--- config.mk ---
export PLATFORM = sky130hd
export DESIGN_NAME = fpsf_core
export DESIGN_NICKNAME = d
export VERILOG_FILES = /design/src/verilog/fpsf_pkg.sv /design/src/verilog/fpsf_core.sv /design/src/verilog/fpsf_pipe_track.sv /design/src/verilog/fpsf_ls_restart.sv
export VERILOG_INCLUDE_DIRS = /design/src /design/src/verilog
export SDC_FILE = /design/constraint.sdc
export NUM_CORES = 1
export LEC_CHECK = 0
export ABC_AREA = 1
export BUFFER_PORTS_ARGS = -buffer_cell sky130_fd_sc_hd__buf_2
export CAP_MARGIN = 20
export CORE_MARGIN = 3
export CORE_UTILIZATION = 55
export CTS_BUF_LIST = sky130_fd_sc_hd__clkbuf_2
export CTS_CLUSTER_SIZE = 28
export DETAILED_ROUTE_END_ITERATION = 8
export PLACE_DENSITY = 0.85
export SYNTH_ARGS = -nofsm -noshare
export SYNTH_HDL_FRONTEND = slang
export SYNTH_SLANG_ARGS = --single-unit
--- constraint.sdc ---
create_clock -name clk -period 3.2 [get_ports clk]
set_input_delay 0.64 -clock clk [delete_from_list [all_inputs] [get_ports clk]]
set_output_delay 0.64 -clock clk [all_outputs]
set_load 0.01 [all_outputs]
--- src/verilog/fpsf_defs.svh ---
// fpsf_defs.svh: clock period, field positions, reset values and cycle counts of the fp control block
`ifndef FPSF_DEFS_SVH
`define FPSF_DEFS_SVH

// ==========================================================
// clock
`define FPSF_CLK_NS       100

// ==========================================================
// pipeline latencies in cycles of clk
`define FPSF_LS_LAT       7'h03
`define FPSF_MAC_LAT      7'h08
`define FPSF_DS_ITER_CYC  7'h0E
`define FPSF_DS_TAIL_CYC  7'h02
// worst case: eight iterations * 14 + 2 = 114 cycles after entering execute 1
`define FPSF_DS_MAX_CYC   7'h72

// ==========================================================
// control register fields and reset values
`define FPSF_EN_BIT       30
`define FPSF_FLAG_MSB     31
`define FPSF_FLAG_LSB     28
`define FPSF_EXC_RST      32'h00000000
`define FPSF_SC_RST       32'h00000000
`define FPSF_EI_RST       32'h00000000
`define FPSF_PI_RST       32'h00000000
// identification value is arbitrary
`define FPSF_ID_VALUE     32'h5A5A0001

`endif

--- src/verilog/fpsf_pkg.sv ---
// fpsf_pkg: types shared by the fp coprocessor pipeline control files
package fpsf_pkg;

  // ==========================================================
  // instruction classes seen in the issue stage
  typedef enum logic [3:0] {
    CL_NONE, CL_LOAD, CL_LDM, CL_STORE, CL_STM, CL_MAC, CL_DS, CL_CMP,
    CL_TOHOST, CL_WCTRL, CL_RCTRL, CL_FLAGX
  } fpsf_class_t;

  // ==========================================================
  // control register selector for transfers
  typedef enum logic [2:0] {
    CR_ID, CR_SC, CR_EXC, CR_EI, CR_PI
  } fpsf_creg_t;

  // ==========================================================
  // issue stage state
  typedef enum logic {
    ST_RUN, ST_SER
  } fpsf_state_t;

endpackage : fpsf_pkg

--- src/verilog/fpsf_core.sv ---
// fpsf_core: issue stall, serialization, interrupt and forwarding control of the fp coprocessor
`timescale 1ns/1ps
// ==========================================================
`include "fpsf_defs.svh"
module fpsf_core #(
  parameter int          RW       = 5,
  parameter int          CW       = 7,
  parameter int          XW       = 4,
  parameter logic [31:0] ID_VALUE = `FPSF_ID_VALUE
) (
  // clock and reset
  input  wire logic                 clk,
  input  wire logic                 arst_n,
  // issue stage, fed by the host prefetch path only
  input  wire logic                 issueValid,
  input  wire fpsf_pkg::fpsf_class_t issueClass,
  input  wire logic                 issueDbl,
  input  wire logic [RW-1:0]        issueDst,
  input  wire logic [RW-1:0]        issueSrcA,
  input  wire logic [RW-1:0]        issueSrcB,
  input  wire logic [2:0]           issueVecLen,
  input  wire fpsf_pkg::fpsf_creg_t issueCreg,
  input  wire logic [31:0]          issueWrData,
  // host pipeline events
  input  wire logic                 hostCondFail,
  input  wire logic                 hostFlowIrq,
  input  wire logic                 hostDataAbort,
  input  wire logic                 memXfer,
  // datapath
  input  wire logic [3:0]           cmpFlagsIn,
  // issue handshake
  output logic                      hostStall,
  output logic                      issueAccept,
  output logic                      issueReject,
  // forwarding and transfers
  output logic                      fwdSrcA,
  output logic                      fwdSrcB,
  output logic [31:0]               ctrlRdData,
  output logic                      ctrlRdValid,
  // status
  output logic                      unitEnable,
  output logic                      lsRestart,
  output logic [XW-1:0]             lsXferIdx,
  output logic                      coprocBusyIrq,
  output logic [2:0]                pipeBusy
);
  import fpsf_pkg::*;

  // ==========================================================
  // declarations
  fpsf_state_t   state;
  fpsf_state_t   next_state;
  logic          isLs, isMac, isDs, isDp, isSer, isCtrl, useA, useB, useD;
  logic          lsBusy, lsLock, lsDbl, lsFwd, lsWb;
  logic          macBusy, macLock, macDbl, macFwd, macTag, macWb;
  logic          dsBusy, dsLock, dsDbl, dsFwd;
  logic [CW-1:0] lsRem, macRem, dsRem, dsCyc;
  logic [RW-1:0] lsReg, macReg, dsReg, holdReg;
  logic          hold, holdDbl, lsAbort, allIdle, serOk, resBusy, stall, cancel;
  logic          hazA, hazB, hazD, fwdA, fwdB, okFwd;
  logic [3:0]    pLock, pDbl, pFwd;
  logic [RW-1:0] pReg [4];
  logic [CW-1:0] pRem [4];
  logic [31:0]   scReg, excReg, eiReg, piReg;
  logic [CW-1:0] irqCnt;

  // ==========================================================
  // register overlap, single index s or double index d covering 2d and 2d+1
  function automatic logic ovl(input logic [RW-1:0] a, input logic ad,
                               input logic [RW-1:0] b, input logic bd);
    if (ad || bd) begin
      ovl = (ad ? a[RW-2:0] : a[RW-1:1]) == (bd ? b[RW-2:0] : b[RW-1:1]);
    end else begin
      ovl = (a == b);
    end
  endfunction : ovl

  // ==========================================================
  // classify the instruction in issue
  always_comb begin
    isLs = 1'b0; isMac = 1'b0; isDs = 1'b0; isSer = 1'b0;
    useA = 1'b0; useB = 1'b0; useD = 1'b0;
    case (issueClass)
      CL_LOAD, CL_LDM: begin
        isLs = 1'b1; useD = 1'b1;
      end
      CL_STORE, CL_STM, CL_TOHOST: begin
        isLs = 1'b1; useA = 1'b1;
      end
      CL_MAC: begin
        isMac = 1'b1; useA = 1'b1; useB = 1'b1; useD = 1'b1;
      end
      CL_CMP: begin
        isMac = 1'b1; useA = 1'b1; useB = 1'b1;
      end
      CL_DS: begin
        isDs = 1'b1; useA = 1'b1; useB = 1'b1; useD = 1'b1;
      end
      CL_WCTRL, CL_RCTRL, CL_FLAGX: isSer = 1'b1;
      default: isSer = 1'b0;
    endcase
  end
  assign isDp   = isMac || isDs;
  assign isCtrl = isSer;

  // ==========================================================
  // independent pipes: load/store, multiply-accumulate, divide/sqrt
  // each pipe has its own tracker so transfers overlap arithmetic
  assign dsCyc = ({4'h0, issueVecLen} + CW'(1)) * `FPSF_DS_ITER_CYC + `FPSF_DS_TAIL_CYC;
  assign lsAbort = hostDataAbort && lsBusy;

  fpsf_pipe_track #(.RW(RW), .CW(CW)) u_ls (
    .clk       (clk),
    .arst_n    (arst_n),
    .start     (issueAccept && isLs),
    .startCyc  (`FPSF_LS_LAT + {4'h0, issueVecLen}),
    .startReg  (useD ? issueDst : issueSrcA),
    .startDbl  (issueDbl),
    .startLock (issueClass != CL_TOHOST),
    .startFwd  (useD),
    .startTag  (1'b0),
    .cancel    (lsAbort),
    .busy      (lsBusy),
    .lock      (lsLock),
    .remain    (lsRem),
    .lockReg   (lsReg),
    .dbl       (lsDbl),
    .fwd       (lsFwd),
    .tag       (),
    .wb        (lsWb)
  );

  fpsf_pipe_track #(.RW(RW), .CW(CW)) u_mac (
    .clk       (clk),
    .arst_n    (arst_n),
    .start     (issueAccept && isMac),
    .startCyc  (`FPSF_MAC_LAT + {4'h0, issueVecLen}),
    .startReg  (issueDst),
    .startDbl  (issueDbl),
    .startLock (useD),
    .startFwd  (useD),
    .startTag  (issueClass == CL_CMP),
    .cancel    (1'b0),
    .busy      (macBusy),
    .lock      (macLock),
    .remain    (macRem),
    .lockReg   (macReg),
    .dbl       (macDbl),
    .fwd       (macFwd),
    .tag       (macTag),
    .wb        (macWb)
  );

  // never cancelled: once in execute an op runs to its end
  fpsf_pipe_track #(.RW(RW), .CW(CW)) u_ds (
    .clk       (clk),
    .arst_n    (arst_n),
    .start     (issueAccept && isDs),
    .startCyc  (dsCyc),
    .startReg  (issueDst),
    .startDbl  (issueDbl),
    .startLock (1'b1),
    .startFwd  (1'b1),
    .startTag  (1'b0),
    .cancel    (1'b0),
    .busy      (dsBusy),
    .lock      (dsLock),
    .remain    (dsRem),
    .lockReg   (dsReg),
    .dbl       (dsDbl),
    .fwd       (dsFwd),
    .tag       (),
    .wb        ()
  );

  fpsf_ls_restart #(.RW(RW), .XW(XW)) u_rst (
    .clk     (clk),
    .arst_n  (arst_n),
    .lsStart (issueAccept && isLs),
    .abort   (lsAbort),
    .lsWb    (lsWb),
    .memXfer (memXfer),
    .lsReg   (lsReg),
    .lsDbl   (lsDbl),
    .lsLock  (lsLock),
    .hold    (hold),
    .holdReg (holdReg),
    .holdDbl (holdDbl),
    .restart (lsRestart),
    .xferIdx (lsXferIdx)
  );

  // ==========================================================
  // producers seen by the hazard check; index 3 is the abort hold
  assign pLock = {hold, dsLock, macLock, lsLock};
  assign pDbl  = {holdDbl, dsDbl, macDbl, lsDbl};
  assign pFwd  = {1'b0, dsFwd, macFwd, lsFwd};
  assign pReg  = '{lsReg, macReg, dsReg, holdReg};
  assign pRem  = '{lsRem, macRem, dsRem, '0};

  // a forwardable result frees its consumer in its writeback cycle, one cycle early
  always_comb begin
    hazA = 1'b0; hazB = 1'b0; hazD = 1'b0;
    fwdA = 1'b0; fwdB = 1'b0; okFwd = 1'b0;
    for (int i = 0; i < 4; i++) begin
      okFwd = 1'b0;
      // the reissued load/store must pass its own hold
      if (pLock[i] && !(i == 3 && isLs)) begin
        // stores and host transfers are not dp, so they wait for writeback
        okFwd = pFwd[i] && isDp && (pDbl[i] == issueDbl) && (pRem[i] == CW'(1));
        if (useA && ovl(issueSrcA, issueDbl, pReg[i], pDbl[i])) begin
          if (okFwd) fwdA = 1'b1;
          else hazA = 1'b1;
        end
        if (useB && ovl(issueSrcB, issueDbl, pReg[i], pDbl[i])) begin
          if (okFwd) fwdB = 1'b1;
          else hazB = 1'b1;
        end
        if (useD && ovl(issueDst, issueDbl, pReg[i], pDbl[i])) hazD = 1'b1;
      end
    end
  end

  // an arithmetic pipe takes its next op in the writeback cycle of the last one,
  // otherwise a forwarded operand could never save its cycle
  assign resBusy = (isLs && lsBusy) || (isMac && macRem > CW'(1)) || (isDs && dsRem > CW'(1));
  assign allIdle = !lsBusy && !macBusy && !dsBusy;

  // ==========================================================
  // serializing release conditions
  always_comb begin
    serOk = allIdle;
    if (issueClass == CL_WCTRL) begin
      if (issueCreg == CR_SC) serOk = !macBusy && !dsBusy;
      else if (issueCreg == CR_ID) serOk = allIdle;
      else serOk = allIdle && !hold;
    end
  end

  // ==========================================================
  // issue handshake; a host condition failure or interrupt discards the instruction in issue
  assign cancel      = hostCondFail || hostFlowIrq;
  assign stall       = isSer ? !serOk : (hazA || hazB || hazD || resBusy);
  // while disabled only control transfers go through, so the unit can be re-enabled
  assign issueReject = issueValid && !unitEnable && !isCtrl && !cancel;
  assign hostStall   = issueValid && !cancel && !issueReject && stall;
  assign issueAccept = issueValid && !cancel && !issueReject && !stall;

  always_comb begin
    next_state = state;
    case (state)
      ST_RUN: if (hostStall && isSer) next_state = ST_SER;
      ST_SER: if (!hostStall) next_state = ST_RUN;
      default: next_state = ST_RUN;
    endcase
  end

  always_ff @(posedge clk or negedge arst_n) begin
    if (!arst_n) state <= ST_RUN;
    else state <= next_state;
  end

  always_ff @(posedge clk or negedge arst_n) begin
    if (!arst_n) begin
      fwdSrcA <= 1'b0;
      fwdSrcB <= 1'b0;
    end else begin
      fwdSrcA <= issueAccept && fwdA;
      fwdSrcB <= issueAccept && fwdB;
    end
  end

  // ==========================================================
  // control registers; the identification value has no storage
  always_ff @(posedge clk or negedge arst_n) begin
    if (!arst_n) begin
      scReg  <= `FPSF_SC_RST;
      excReg <= `FPSF_EXC_RST;
      eiReg  <= `FPSF_EI_RST;
      piReg  <= `FPSF_PI_RST;
    end else begin
      if (issueAccept && issueClass == CL_WCTRL) begin
        if (issueCreg == CR_SC) scReg <= issueWrData;
        else if (issueCreg == CR_EXC) excReg <= issueWrData;
        else if (issueCreg == CR_EI) eiReg <= issueWrData;
        else if (issueCreg == CR_PI) piReg <= issueWrData;
      end
      if (macWb && macTag) scReg[`FPSF_FLAG_MSB:`FPSF_FLAG_LSB] <= cmpFlagsIn;
    end
  end
  assign unitEnable = excReg[`FPSF_EN_BIT];

  always_ff @(posedge clk or negedge arst_n) begin
    if (!arst_n) begin
      ctrlRdData  <= '0;
      ctrlRdValid <= 1'b0;
    end else begin
      ctrlRdValid <= issueAccept && (issueClass == CL_RCTRL || issueClass == CL_FLAGX);
      if (issueAccept && issueClass == CL_FLAGX) begin
        ctrlRdData <= {scReg[`FPSF_FLAG_MSB:`FPSF_FLAG_LSB], 28'h0000000};
      end else if (issueAccept && issueClass == CL_RCTRL) begin
        if (issueCreg == CR_SC) ctrlRdData <= scReg;
        else if (issueCreg == CR_EXC) ctrlRdData <= excReg;
        else if (issueCreg == CR_EI) ctrlRdData <= eiReg;
        else if (issueCreg == CR_PI) ctrlRdData <= piReg;
        else ctrlRdData <= ID_VALUE;
      end
    end
  end

  // ==========================================================
  // unavailability after a host interrupt, bounded by the longest divide
  always_ff @(posedge clk or negedge arst_n) begin
    if (!arst_n) begin
      coprocBusyIrq <= 1'b0;
      irqCnt        <= '0;
    end else if (hostFlowIrq && !allIdle) begin
      coprocBusyIrq <= 1'b1;
      irqCnt        <= '0;
    end else if (allIdle) begin
      coprocBusyIrq <= 1'b0;
      irqCnt        <= '0;
    end else if (coprocBusyIrq && irqCnt != '1) begin
      irqCnt <= irqCnt + CW'(1);
    end
  end
  assign pipeBusy = {dsBusy, macBusy, lsBusy};
endmodule : fpsf_core

--- src/verilog/fpsf_pipe_track.sv ---
// fpsf_pipe_track: one in-flight operation of an execution pipe with its destination lock
`timescale 1ns/1ps
module fpsf_pipe_track #(
  parameter int RW = 5,
  parameter int CW = 7
) (
  // clock and reset
  input  wire logic          clk,
  input  wire logic          arst_n,
  // start and cancel
  input  wire logic          start,
  input  wire logic [CW-1:0] startCyc,
  input  wire logic [RW-1:0] startReg,
  input  wire logic          startDbl,
  input  wire logic          startLock,
  input  wire logic          startFwd,
  input  wire logic          startTag,
  input  wire logic          cancel,
  // state
  output logic               busy,
  output logic               lock,
  output logic [CW-1:0]      remain,
  output logic [RW-1:0]      lockReg,
  output logic               dbl,
  output logic               fwd,
  output logic               tag,
  output logic               wb
);

  logic lockEn;

  // ==========================================================
  // countdown to writeback
  always_ff @(posedge clk or negedge arst_n) begin
    if (!arst_n) begin
      remain <= '0;
    end else if (cancel) begin
      remain <= '0;
    end else if (start) begin
      remain <= startCyc;
    end else if (remain != '0) begin
      remain <= remain - CW'(1);
    end
  end

  // ==========================================================
  // operation attributes held while in flight
  always_ff @(posedge clk or negedge arst_n) begin
    if (!arst_n) begin
      lockReg <= '0;
      dbl     <= 1'b0;
      lockEn  <= 1'b0;
      fwd     <= 1'b0;
      tag     <= 1'b0;
    end else if (start) begin
      lockReg <= startReg;
      dbl     <= startDbl;
      lockEn  <= startLock;
      fwd     <= startFwd;
      tag     <= startTag;
    end
  end

  assign busy = (remain != '0);
  assign lock = busy && lockEn;
  // last cycle before the result reaches the register file
  assign wb   = (remain == CW'(1));

endmodule : fpsf_pipe_track

--- src/verilog/fpsf_ls_restart.sv ---
// fpsf_ls_restart: abort hold and transfer index for restartable loads and stores
`timescale 1ns/1ps
module fpsf_ls_restart #(
  parameter int RW = 5,
  parameter int XW = 4
) (
  // clock and reset
  input  wire logic          clk,
  input  wire logic          arst_n,
  // load/store pipe events
  input  wire logic          lsStart,
  input  wire logic          abort,
  input  wire logic          lsWb,
  input  wire logic          memXfer,
  input  wire logic [RW-1:0] lsReg,
  input  wire logic          lsDbl,
  input  wire logic          lsLock,
  // hold and restart state
  output logic               hold,
  output logic [RW-1:0]      holdReg,
  output logic               holdDbl,
  output logic               restart,
  output logic [XW-1:0]      xferIdx
);

  // ==========================================================
  // keep the aborted register locked until the reissued op writes back
  always_ff @(posedge clk or negedge arst_n) begin
    if (!arst_n) begin
      hold    <= 1'b0;
      holdReg <= '0;
      holdDbl <= 1'b0;
    end else if (abort) begin
      hold    <= lsLock;
      holdReg <= lsReg;
      holdDbl <= lsDbl;
    end else if (lsWb) begin
      hold    <= 1'b0;
    end
  end

  always_ff @(posedge clk or negedge arst_n) begin
    if (!arst_n) begin
      restart <= 1'b0;
    end else begin
      restart <= abort;
    end
  end

  // ==========================================================
  // a reissued multiple transfer begins again at transfer zero
  always_ff @(posedge clk or negedge arst_n) begin
    if (!arst_n) begin
      xferIdx <= '0;
    end else if (abort || lsStart) begin
      xferIdx <= '0;
    end else if (memXfer) begin
      xferIdx <= xferIdx + XW'(1);
    end
  end

endmodule : fpsf_ls_restart

Yosys cells after proc, flatten, opt, wreduce, memory -nomap -nowiden
Index checks and enable logic that the tools add are counted.
{"block": "totals", "ff_bits": 220, "out_inout_bits": 48}
{"block": "op_classes", "n_mux": 111, "magnitude_cmp": 2, "mul": 1, "reduce_logical": 100, "eq_ne": 46, "bitwise_logic": 3, "n_addsub": 8}
{"cell": "$mux 32", "n": 8}
{"cell": "$mux 1", "n": 85}
{"cell": "$eq 5x5->1", "n": 12}
{"cell": "$logic_and 1x1->1", "n": 51}
{"cell": "$mux 7", "n": 7}
{"cell": "$eq 4x4->1", "n": 12}
{"cell": "$mux 4", "n": 10}
{"cell": "$eq 7x1->1 const B", "n": 3}
{"cell": "$reduce_bool 7->1", "n": 3}
{"cell": "$sub 7x1->7 const B", "n": 3}
{"cell": "$eq 4x3->1 const B", "n": 4}
{"cell": "$eq 4x4->1 const B", "n": 4}
{"cell": "$reduce_bool 2->1", "n": 8}
{"cell": "$gt 7x1->1 const B", "n": 2}
{"cell": "$logic_or 1x1->1", "n": 13}
{"cell": "$logic_not 1->1", "n": 12}
{"cell": "$eq 4x2->1 const B", "n": 2}
{"cell": "$add 7x2->7 const B", "n": 1}
{"cell": "$eq 3x2->1 const B", "n": 2}
{"cell": "$mul 4x3->6 const B", "n": 1}
{"cell": "$reduce_or 3->1", "n": 2}
{"cell": "$reduce_or 6->1", "n": 1}
{"cell": "$add 4x3->5 const A", "n": 1}
{"cell": "$mux 5", "n": 1}
{"cell": "other kinds (18)", "n": 23}

Longest topological paths before layout
Gate-level depths: netlist of run 1.
{"block": "depth", "depth_word": 27, "depth_mapped": 23}

By module
Synthesis of run 1 repeated with hierarchy kept, for this count alone.
{"block": "hier_totals", "hier_cells": 1917, "hier_area_um2": 13310.3}
{"module": "fpsf_core", "area_per_inst_um2": 10338.7, "instances": 1, "cells_each": 1553}
{"module": "fpsf_pipe_track", "area_per_inst_um2": 828.3, "instances": 3, "cells_each": 108}
{"module": "fpsf_ls_restart", "area_per_inst_um2": 486.7, "instances": 1, "cells_each": 40}

Least setup slack after synthesis of run 1
Ideal clock, no wire load.
{"block": "synth_timing", "kind": "in2reg", "start": "in issueVecLen[0]", "end": "reg u_ds.remain[6]", "path_stages": 9, "t_arrival_ns": 2.728, "setup_slack_ns": 0.395, "setup_ns": 0.077, "cell_sequence": "inv_1 > ha_1 > inv_1 > fa_1 > fa_1 > nor3_1 > xor2_1 > nor2_1 > a21oi_1"}
{"block": "synth_via", "elab_chain_len": 4}
{"item": "start: declaration", "line_no": "fpsf_core.sv:21", "text": "input wire logic [2:0] issueVecLen,"}
{"item": "$add 3x1->4", "line_no": "fpsf_core.sv:109", "text": "assign dsCyc = ({4'h0, issueVecLen} + CW'(1)) * `FPSF_DS_ITER_CYC + `FPSF_DS_TAIL_CYC;"}
{"item": "$mul 4x3->6 (no source line)"}
{"item": "$add 7x2->7 (no source line)"}
{"item": "$mux 7", "line_no": "fpsf_pipe_track.sv:39", "text": "end else if (start) begin"}
{"item": "end signal: assignment", "line_no": "fpsf_pipe_track.sv:40", "text": "remain <= startCyc;"}
{"item": "end signal: assignment", "line_no": "fpsf_pipe_track.sv:42", "text": "remain <= remain - CW'(1);"}
{"item": "end: declaration", "line_no": "fpsf_pipe_track.sv:22", "text": "output logic [CW-1:0] remain,"}
No other way between the ends.
A chain may end at the register's enable or synchronous reset.

Worst setup path in the final report of run 1
{"block": "layout_timing", "start": "reg u_ls.dbl", "end": "reg piReg[17]"}
{"block": "layout_via", "elab_chain_len": 23, "word_cells_on_any_way": 54, "cone_classes": "4 x eq/ne; 37 x mux; 13 x reduce/logical"}
{"item": "start: declaration", "line_no": "fpsf_pipe_track.sv:24", "text": "output logic dbl,"}
{"item": "start signal: assignment", "line_no": "fpsf_pipe_track.sv:57", "text": "dbl <= startDbl;"}
{"item": "$mux 4", "line_no": "fpsf_core.sv:72", "text": "ovl = (ad ? a[RW-2:0] : a[RW-1:1]) == (bd ? b[RW-2:0] : b[RW-1:1]);"}
{"item": "$eq 4x4->1", "line_no": "fpsf_core.sv:72"}
{"item": "$mux 1", "line_no": "fpsf_core.sv:71", "text": "if (ad || bd) begin"}
{"item": "$mux 1", "line_no": "fpsf_core.sv:208", "text": "if (pLock[i] && !(i == 3 && isLs)) begin"}
{"item": "$logic_and 1x1->1, on equally long branches", "line_no": "fpsf_core.sv:211, fpsf_core.sv:215"}
{"item": "$mux 1, on equally long branches", "line_no": "fpsf_core.sv:211, fpsf_core.sv:215"}
{"item": "$mux 1", "line_no": "fpsf_core.sv:208"}
{"item": "$mux 1, on equally long branches", "line_no": "fpsf_core.sv:212, fpsf_core.sv:216"}
{"item": "[6 not listed]"}
{"item": "$mux 1", "line_no": "fpsf_core.sv:208"}
{"item": "$logic_or 1x1->1", "line_no": "fpsf_core.sv:243", "text": "assign stall = isSer ? !serOk : (hazA || hazB || hazD || resBusy);"}
{"item": "$logic_or 1x1->1 * (2 in a row)", "line_no": "fpsf_core.sv:243"}
{"item": "$mux 1 *", "line_no": "fpsf_core.sv:243"}
{"item": "$logic_not 1->1 *", "line_no": "fpsf_core.sv:247", "text": "assign issueAccept = issueValid && !cancel && !issueReject && !stall;"}
{"item": "$logic_and 1x1->1 *", "line_no": "fpsf_core.sv:247"}
{"item": "$logic_and 1x1->1 *", "line_no": "fpsf_core.sv:282", "text": "if (issueAccept && issueClass == CL_WCTRL) begin"}
{"item": "$reduce_and 5->1 (no source line) *"}
{"item": "end signal: assignment", "line_no": "fpsf_core.sv:280", "text": "piReg <= `FPSF_PI_RST;"}
{"item": "end signal: assignment", "line_no": "fpsf_core.sv:286", "text": "else if (issueCreg == CR_PI) piReg <= issueWrData;"}
{"item": "end: declaration", "line_no": "fpsf_core.sv:64", "text": "logic [31:0] scReg, excReg, eiReg, piReg;"}
Every way passes the cells marked *; elsewhere a longest branch is shown, timed or not. The select of a mux whose other input is x is not followed.

==> results of run 1 <==
worst paths after layout:
check	startpoint	to	slack [ns]	depth (start not counted)
max	u_ls.dbl	piReg[17]	-0.49	29
min	cmpFlagsIn[1]	scReg[29]	0.01	3
max reg2reg	u_ls.dbl	piReg[17]	-0.49	29
min reg2reg	ctrlRdData[27]	ctrlRdData[27]	0.49	2
max in group asynchronous	arst_n	u_mac.remain[6]	1.99	3
min in group asynchronous	arst_n	scReg[22]	0.32	2
power by group through the flow:
stage | registers, uW | clock network, uW | logic, uW
4_1_cts | 3470 | 2040 | 3790
3_3_place_gp | 3540 | 0 | 3100
3_5_place_dp | 3560 | 0 | 3160
5_1_grt | 3550 | 2240 | 4870
6_report | 3520 | 2080 | 4530
2_1_floorplan | 3440 | 0 | 2070
flip-flops by register name, indices dropped and copies added, names as in the netlist, 4 cells and up:
register and flops:
ctrlRdData 32, eiReg 32, excReg 32, piReg 32, scReg 32, u_ds.lockReg 5, u_ds.remain 7, u_ls.lockReg 5
u_ls.remain 7, u_mac.lockReg 5, u_mac.remain 7, u_rst.holdReg 5, u_rst.xferIdx 4
layout make-up:
cell class | instances | area, um2
multi-input combinational | 1379 | 6960
fill | 1659 | 6430
sequential | 220 | 5530
timing repair buffer | 300 | 2560
inverter | 144 | 568
tap | 313 | 392
clock buffer | 77 | 385
clock inverter | 22 | 150
antenna | 1 | 2.50
cell usage in the layout (no fill, tap or decap), types with 16 or more instances in the layout:
cell type  Yosys  final
nand2_1      780    715
buf_12         0     20
nand3_1       58     56
xor2_1        21     21
buf_2         18    114
nor3_1        21     18
dfrtp_2        0     17
o21ai_0       66     44
clkinv_1       4     18
nor2_1       131    117
buf_4          8    130
clkbuf_2       2     77
a21oi_1       40     39
inv_1        138    121
nand2_2        4     63
dfrtp_1      220    203
xnor2_1       22     22
o21ai_1      119    126
buf_6         22     16
o21ai_2       37     43
worst reg2reg max path: cells and delay by family, from the launching register on:
kind / cells / cell delay (ns)
AND/OR/NAND/NOR: 15 / 1.34
buffers and inverters: 12 / 1.61
flip-flops: 1 / 0.47
AO/OA/AOI/OAI: 2 / 0.20
cell families (layout without fill, tap and decap cells):
family,Yosys count,after routing,share of synthesized area
other,0,1,0
DFF,220,220,0.423
and+or+nand+nor,1018,1018,0.313
xor gates and xnor gates,43,43,0.0289
AOI/OAI and AO/OA,298,298,0.132
buffers and inverters,226,543,0.0820
adders and majority gates,20,20,0.0209
repair_timing:
item	4_1_cts	5_1_grt
resized for setup	72	153
setup endpoints to repair	2	145
cloned	0	21
pin swaps	16	52
hold endpoints to repair	76	0
hold buffers	1	0
buffers inserted	34	40
per-stage QoR:
step	area (um2)	setup TNS (ns)	worst slack, ns	instances
6_report	16500	-54.54	-0.493	2456
5_1_grt	16500	-68.32	-0.570	2456
4_1_cts	15400	-0.829	-0.406	2395
3_5_place_dp	14300	0	0.0373	2261
3_3_place_gp	14300	0	0.0652	2261
2_1_floorplan	13000	0	0.395	1825
per-layer routing:
| metal | vias up | track usage | wire (um) |
|---|---|---|---|
| met5 | - | 0 | 0 |
| met4 | 0 | 0.148 | 3380 |
| met3 | 311 | 0.0677 | 5830 |
| met2 | 1035 | 0.494 | 20900 |
| met1 | 6608 | 0.413 | 17600 |
| li1 | 6357 | - | - |
==> run metrics, run 1 <==
Die ar.=between 0.02 and 0.03 mm2; Core Area=between 0.02 and 0.025 mm2; DR iter-0 viols=1,769; initial antenna violation count=1; Logic pwr share=0.448; critical path buffer and inverter count=12; Clk Latency, worst-skew pair=between 0.9 and 1 ns; Yosys warnings=0; IO buf count=approximately 120; ys flop type=dfrtp_1; io pins=117; status=finished with violations; Total Power=10,100 uW; CTS root buffer=clkbuf_2; worst hold path class=input port to flop; vias in the first global route=12.9k; CP Data Required Time=4.00 ns; largest net degree at the start of global routing=79; Final GP Congestion=around 1.1; FF+latch count, synth=220; CTS Buffer Depth=3; Power Dens Cells=~610 mW/mm2; Post-Syn Area per Cell=7.14 um2; Clock power frac=0.205; dpl hpwl=roughly 29,000 um; H-Tree Depth=2; max frequency=about 0.27 GHz; fin util=0.720; GRT Residual Overflow=0; post-DR vias/cell=between 5 and 6; Synth area leader=dfrtp_1; Clock Sink Count=220; row cnt=55; Clock Pin Slew Worst Setup and Hold Paths=between 0.1 and 0.15 ns; failing checks=setup timing; Post-Syn Instances=1,825; Worst Setup End Kind=flop; top cell type's share of synthesized area=0.423; crit path max-delay cell type=dfrtp_2; max-slew violation count=0; Initial Utilization=0.567; Cell variety after synth=42; Synth area leaders=dfrtp_1, nand2_1, o21ai_1, inv_1, nor2_1; layout cells sized above 1=0.274; Die Ht=around 160 um; peak supply drop=0.477 mV; post-synthesis sequential area ratio=0.423; CTS Buf Count=54; Hold Slack=0.0144 ns; TritonCTS clock tree=done; routed len/inst=19.4 um; maxcap violations=0; Slew headroom=0.496; async set-reset flop share out of synthesis=1.00; vias=around 14k; RSZ-0062 raised after global routing=true; Post-synth top cells=nand2_1, dfrtp_1, inv_1; minimum clock period=3.69 ns; Crit Path Class=flop to flop; final worst slack=-0.493 ns; final setup fails=between 100 and 150; final hold vios=0; internal power=5820 uW; CP peak stage delay=about 0.47 ns; slew of the pin with the lowest slew margin=~0.75 ns; Total GRT Usage=0.313; drc violations=0; first-pass GRT wire length=between 60,000 and 70,000 um; Lkg Pwr=~0.0088 uW; Critical Path Start Type=flop; Pre-Repair DR Iteration Count=7; die width=between 150 and 200 um; ANT nets after route=0; Post-Route WL=47,700 um; crit path max fanout=9; Sw Ratio=0.426; delay-heaviest family, CP=buffers and inverters; nets@finish=about 2.2k; clock skew=between 0.07 and 0.08 ns; number of flops mapped to enable cells by yosys=0; sequential share of power=0.347; top-count cell post-synth=nand2_1; Area growth syn-to-layout=27.0%; Mapped Area=~0.013 mm2; P_sw=4310 uW; Final Cycle Share=1.15; syn_nets=between 1.5k and 2k; CP Data Arrival Time=4.49 ns
(Power assumes the default switching activity.)
==> run 2: changes to the inputs <==
- clock period: 3.2 -> 4.4 ns (I/O delays scaled with it)
==> run 2 against run 1 <==
The flow now finishes without violations. Register-to-register slack gained 1.4 ns. Utilization shrank 11 points. Critical endpoint is now hostStall. Worst setup slack gained 0.68 ns. Clock-buffer cell count is 3 higher. Clock skew increased by 0.0099 ns. Largest power group is now sequential cells. Critical path type is now flop to output pin.
==> run metrics, run 2 (synthesis gave the netlist of run 1 again) <==
crit-path cells=clkinvlp_4, ha_1, nor4_1, nor2_1, nand2_1, nand2_1, nor2_2, nand3_2, nand2_1, inv_1, buf_2; GRT Residual Overflow=0; max frequency=~0.24 GHz; vias=between 10k and 15k; dpl hpwl=27,300 um; CTS Buf Count=56; largest net degree at the start of global routing=101; Power Dens Cells=around 430 mW/mm2; final setup fails=0; die width=160 um; DR iter-0 viols=~1.3k; Worst Setup End Kind=output pin; routed len/inst=roughly 17 um; slew of the pin with the lowest slew margin=about 0.82 ns; Pre-Repair DR Iteration Count=6; Post-Route WL=between 30,000 and 40,000 um; Die Ht=160 um; most frequent CP cell=nand2_1; layout cells sized above 1=0.146; Slew headroom=0.453; Core Area=0.0230 mm2; CTS root buffer=clkbuf_2; clock skew=0.0821 ns; Hold Slack=~0.076 ns; H-Tree Depth=2; minimum clock period=between 4 and 5 ns; peak supply drop=roughly 0.41 mV; Total GRT Usage=0.305; commonest non-fill, non-tap cell in the layout=nand2_1; row cnt=between 50 and 60; drc violations=0; most frequent cells in the layout=nand2_1, dfrtp_1, inv_1; max-slew violation count=0; crit path max-delay cell type=dfrtp_1; Post-CTS Hold Buffers=0; crit path max fanout=10; ANT nets after route=0; CTS Buffer Depth=3; post-DR vias/cell=5.55; Setup TNS=0 ns; io pins=between 100 and 150; CP peak stage delay=around 0.57 ns; maxcap violations=0; Crit Path Class=flop to output pin; Initial Utilization=0.567; Die ar.=about 0.026 mm2; Critical Path Start Type=flop; first-pass GRT wire length=about 63,000 um; worst hold path class=input port to asynchronous set/reset pin; Clock Sink Count=between 200 and 250; Clk Latency, worst-skew pair=~0.9 ns; initial antenna violation count=2; CP Data Arrival Time=between 3 and 4 ns; Lkg Pwr=roughly 0.0077 uW; Area growth syn-to-layout=8.33%; CP Data Required Time=~3.5 ns; Clock Pin Slew Worst Setup and Hold Paths=~0.10 ns; IO buf count=approximately 120; nets@finish=roughly 2.0k; critical path buffer and inverter count=3; delay-heaviest family, CP=simple AND/OR/NAND/NOR gates; status=completed; Final GP Congestion=1.06; vias in the first global route=between 10k and 15k; final hold vios=0; Final Cycle Share=0.958; RSZ-0062 raised after global routing=false; TritonCTS clock tree=done
run 2: cell types whose count changed in the layout (fill, tap and decap cells not counted), sizes merged:
cell	change
buf	-155
clkbuf	-10
clkinv	-10
bufinv	-2
diode	+2
inv	+2
clkinvlp	+1
dlygate4sd3	-1
run 2: report_power, final:
part / internal [uW] / switching (uW) / total, uW
combinational: 722 / 1480 / 2200
sequential: 2270 / 292 / 2570
clock: 489 / 842 / 1330
run 2: final timing paths:
check,from,endpoint,slack (ns),cells after the start
max,u_ds.dbl,hostStall,0.19,11
min reg2reg,ctrlRdData[28],ctrlRdData[28],0.48,2
min,arst_n,excReg[21],0.08,1
max reg2reg,u_ds.dbl,u_ls.lockReg[3],0.94,12
max in group asynchronous,arst_n,ctrlRdData[9],3.31,2
min in group clk,cmpFlagsIn[0],scReg[28],0.25,3
run 2: repair_timing:
action | 4_1_cts | 5_1_grt
buffers inserted | 0 | 1
gates resized for setup | 0 | 11
setup endpoints to repair | 0 | 2
run 2: cell type report:
cell class                 instances  area [um2]
timing repair buffer             131         728
antenna                            3        7.51
fill                            2112        8870
inverter                         144         544
multi-input combinational       1379        6480
sequential                       220        5510
clock buffer                      80         400
tap                              313         392
clock inverter                    13        61.3
run 2: worst register-to-register path: cells and delay by family, from the launching register on:
| kind | cells | cell delay, ns |
|---|---|---|
| buf+inv | 2 | 0.58 |
| flops | 1 | 0.57 |
| fa+ha+maj | 1 | 0.33 |
| compound gates | 2 | 0.19 |
| simple gates | 7 | 1.65 |
run 2: stage by stage:
stage	setup WS (ns)	cell area (um2)	utilization	power, uW	cells
after global placement	0.662	13600	0.592	4660	2186
after detailed placement	0.587	13600	0.592	4710	2186
after global routing	0.00462	14100	0.614	6560	2282
after CTS	0.114	14100	0.612	6040	2279
after floorplan	1.13	13000	-	4010	1825
final	0.186	14100	0.614	6100	2283
run 2: routing by layer:
layer / global-route usage / routed length, um
met1: 0.413 / 16200
met2: 0.463 / 17200
met3: 0.0755 / 3820
met4: 0.143 / 1840
met5: 0 / 0
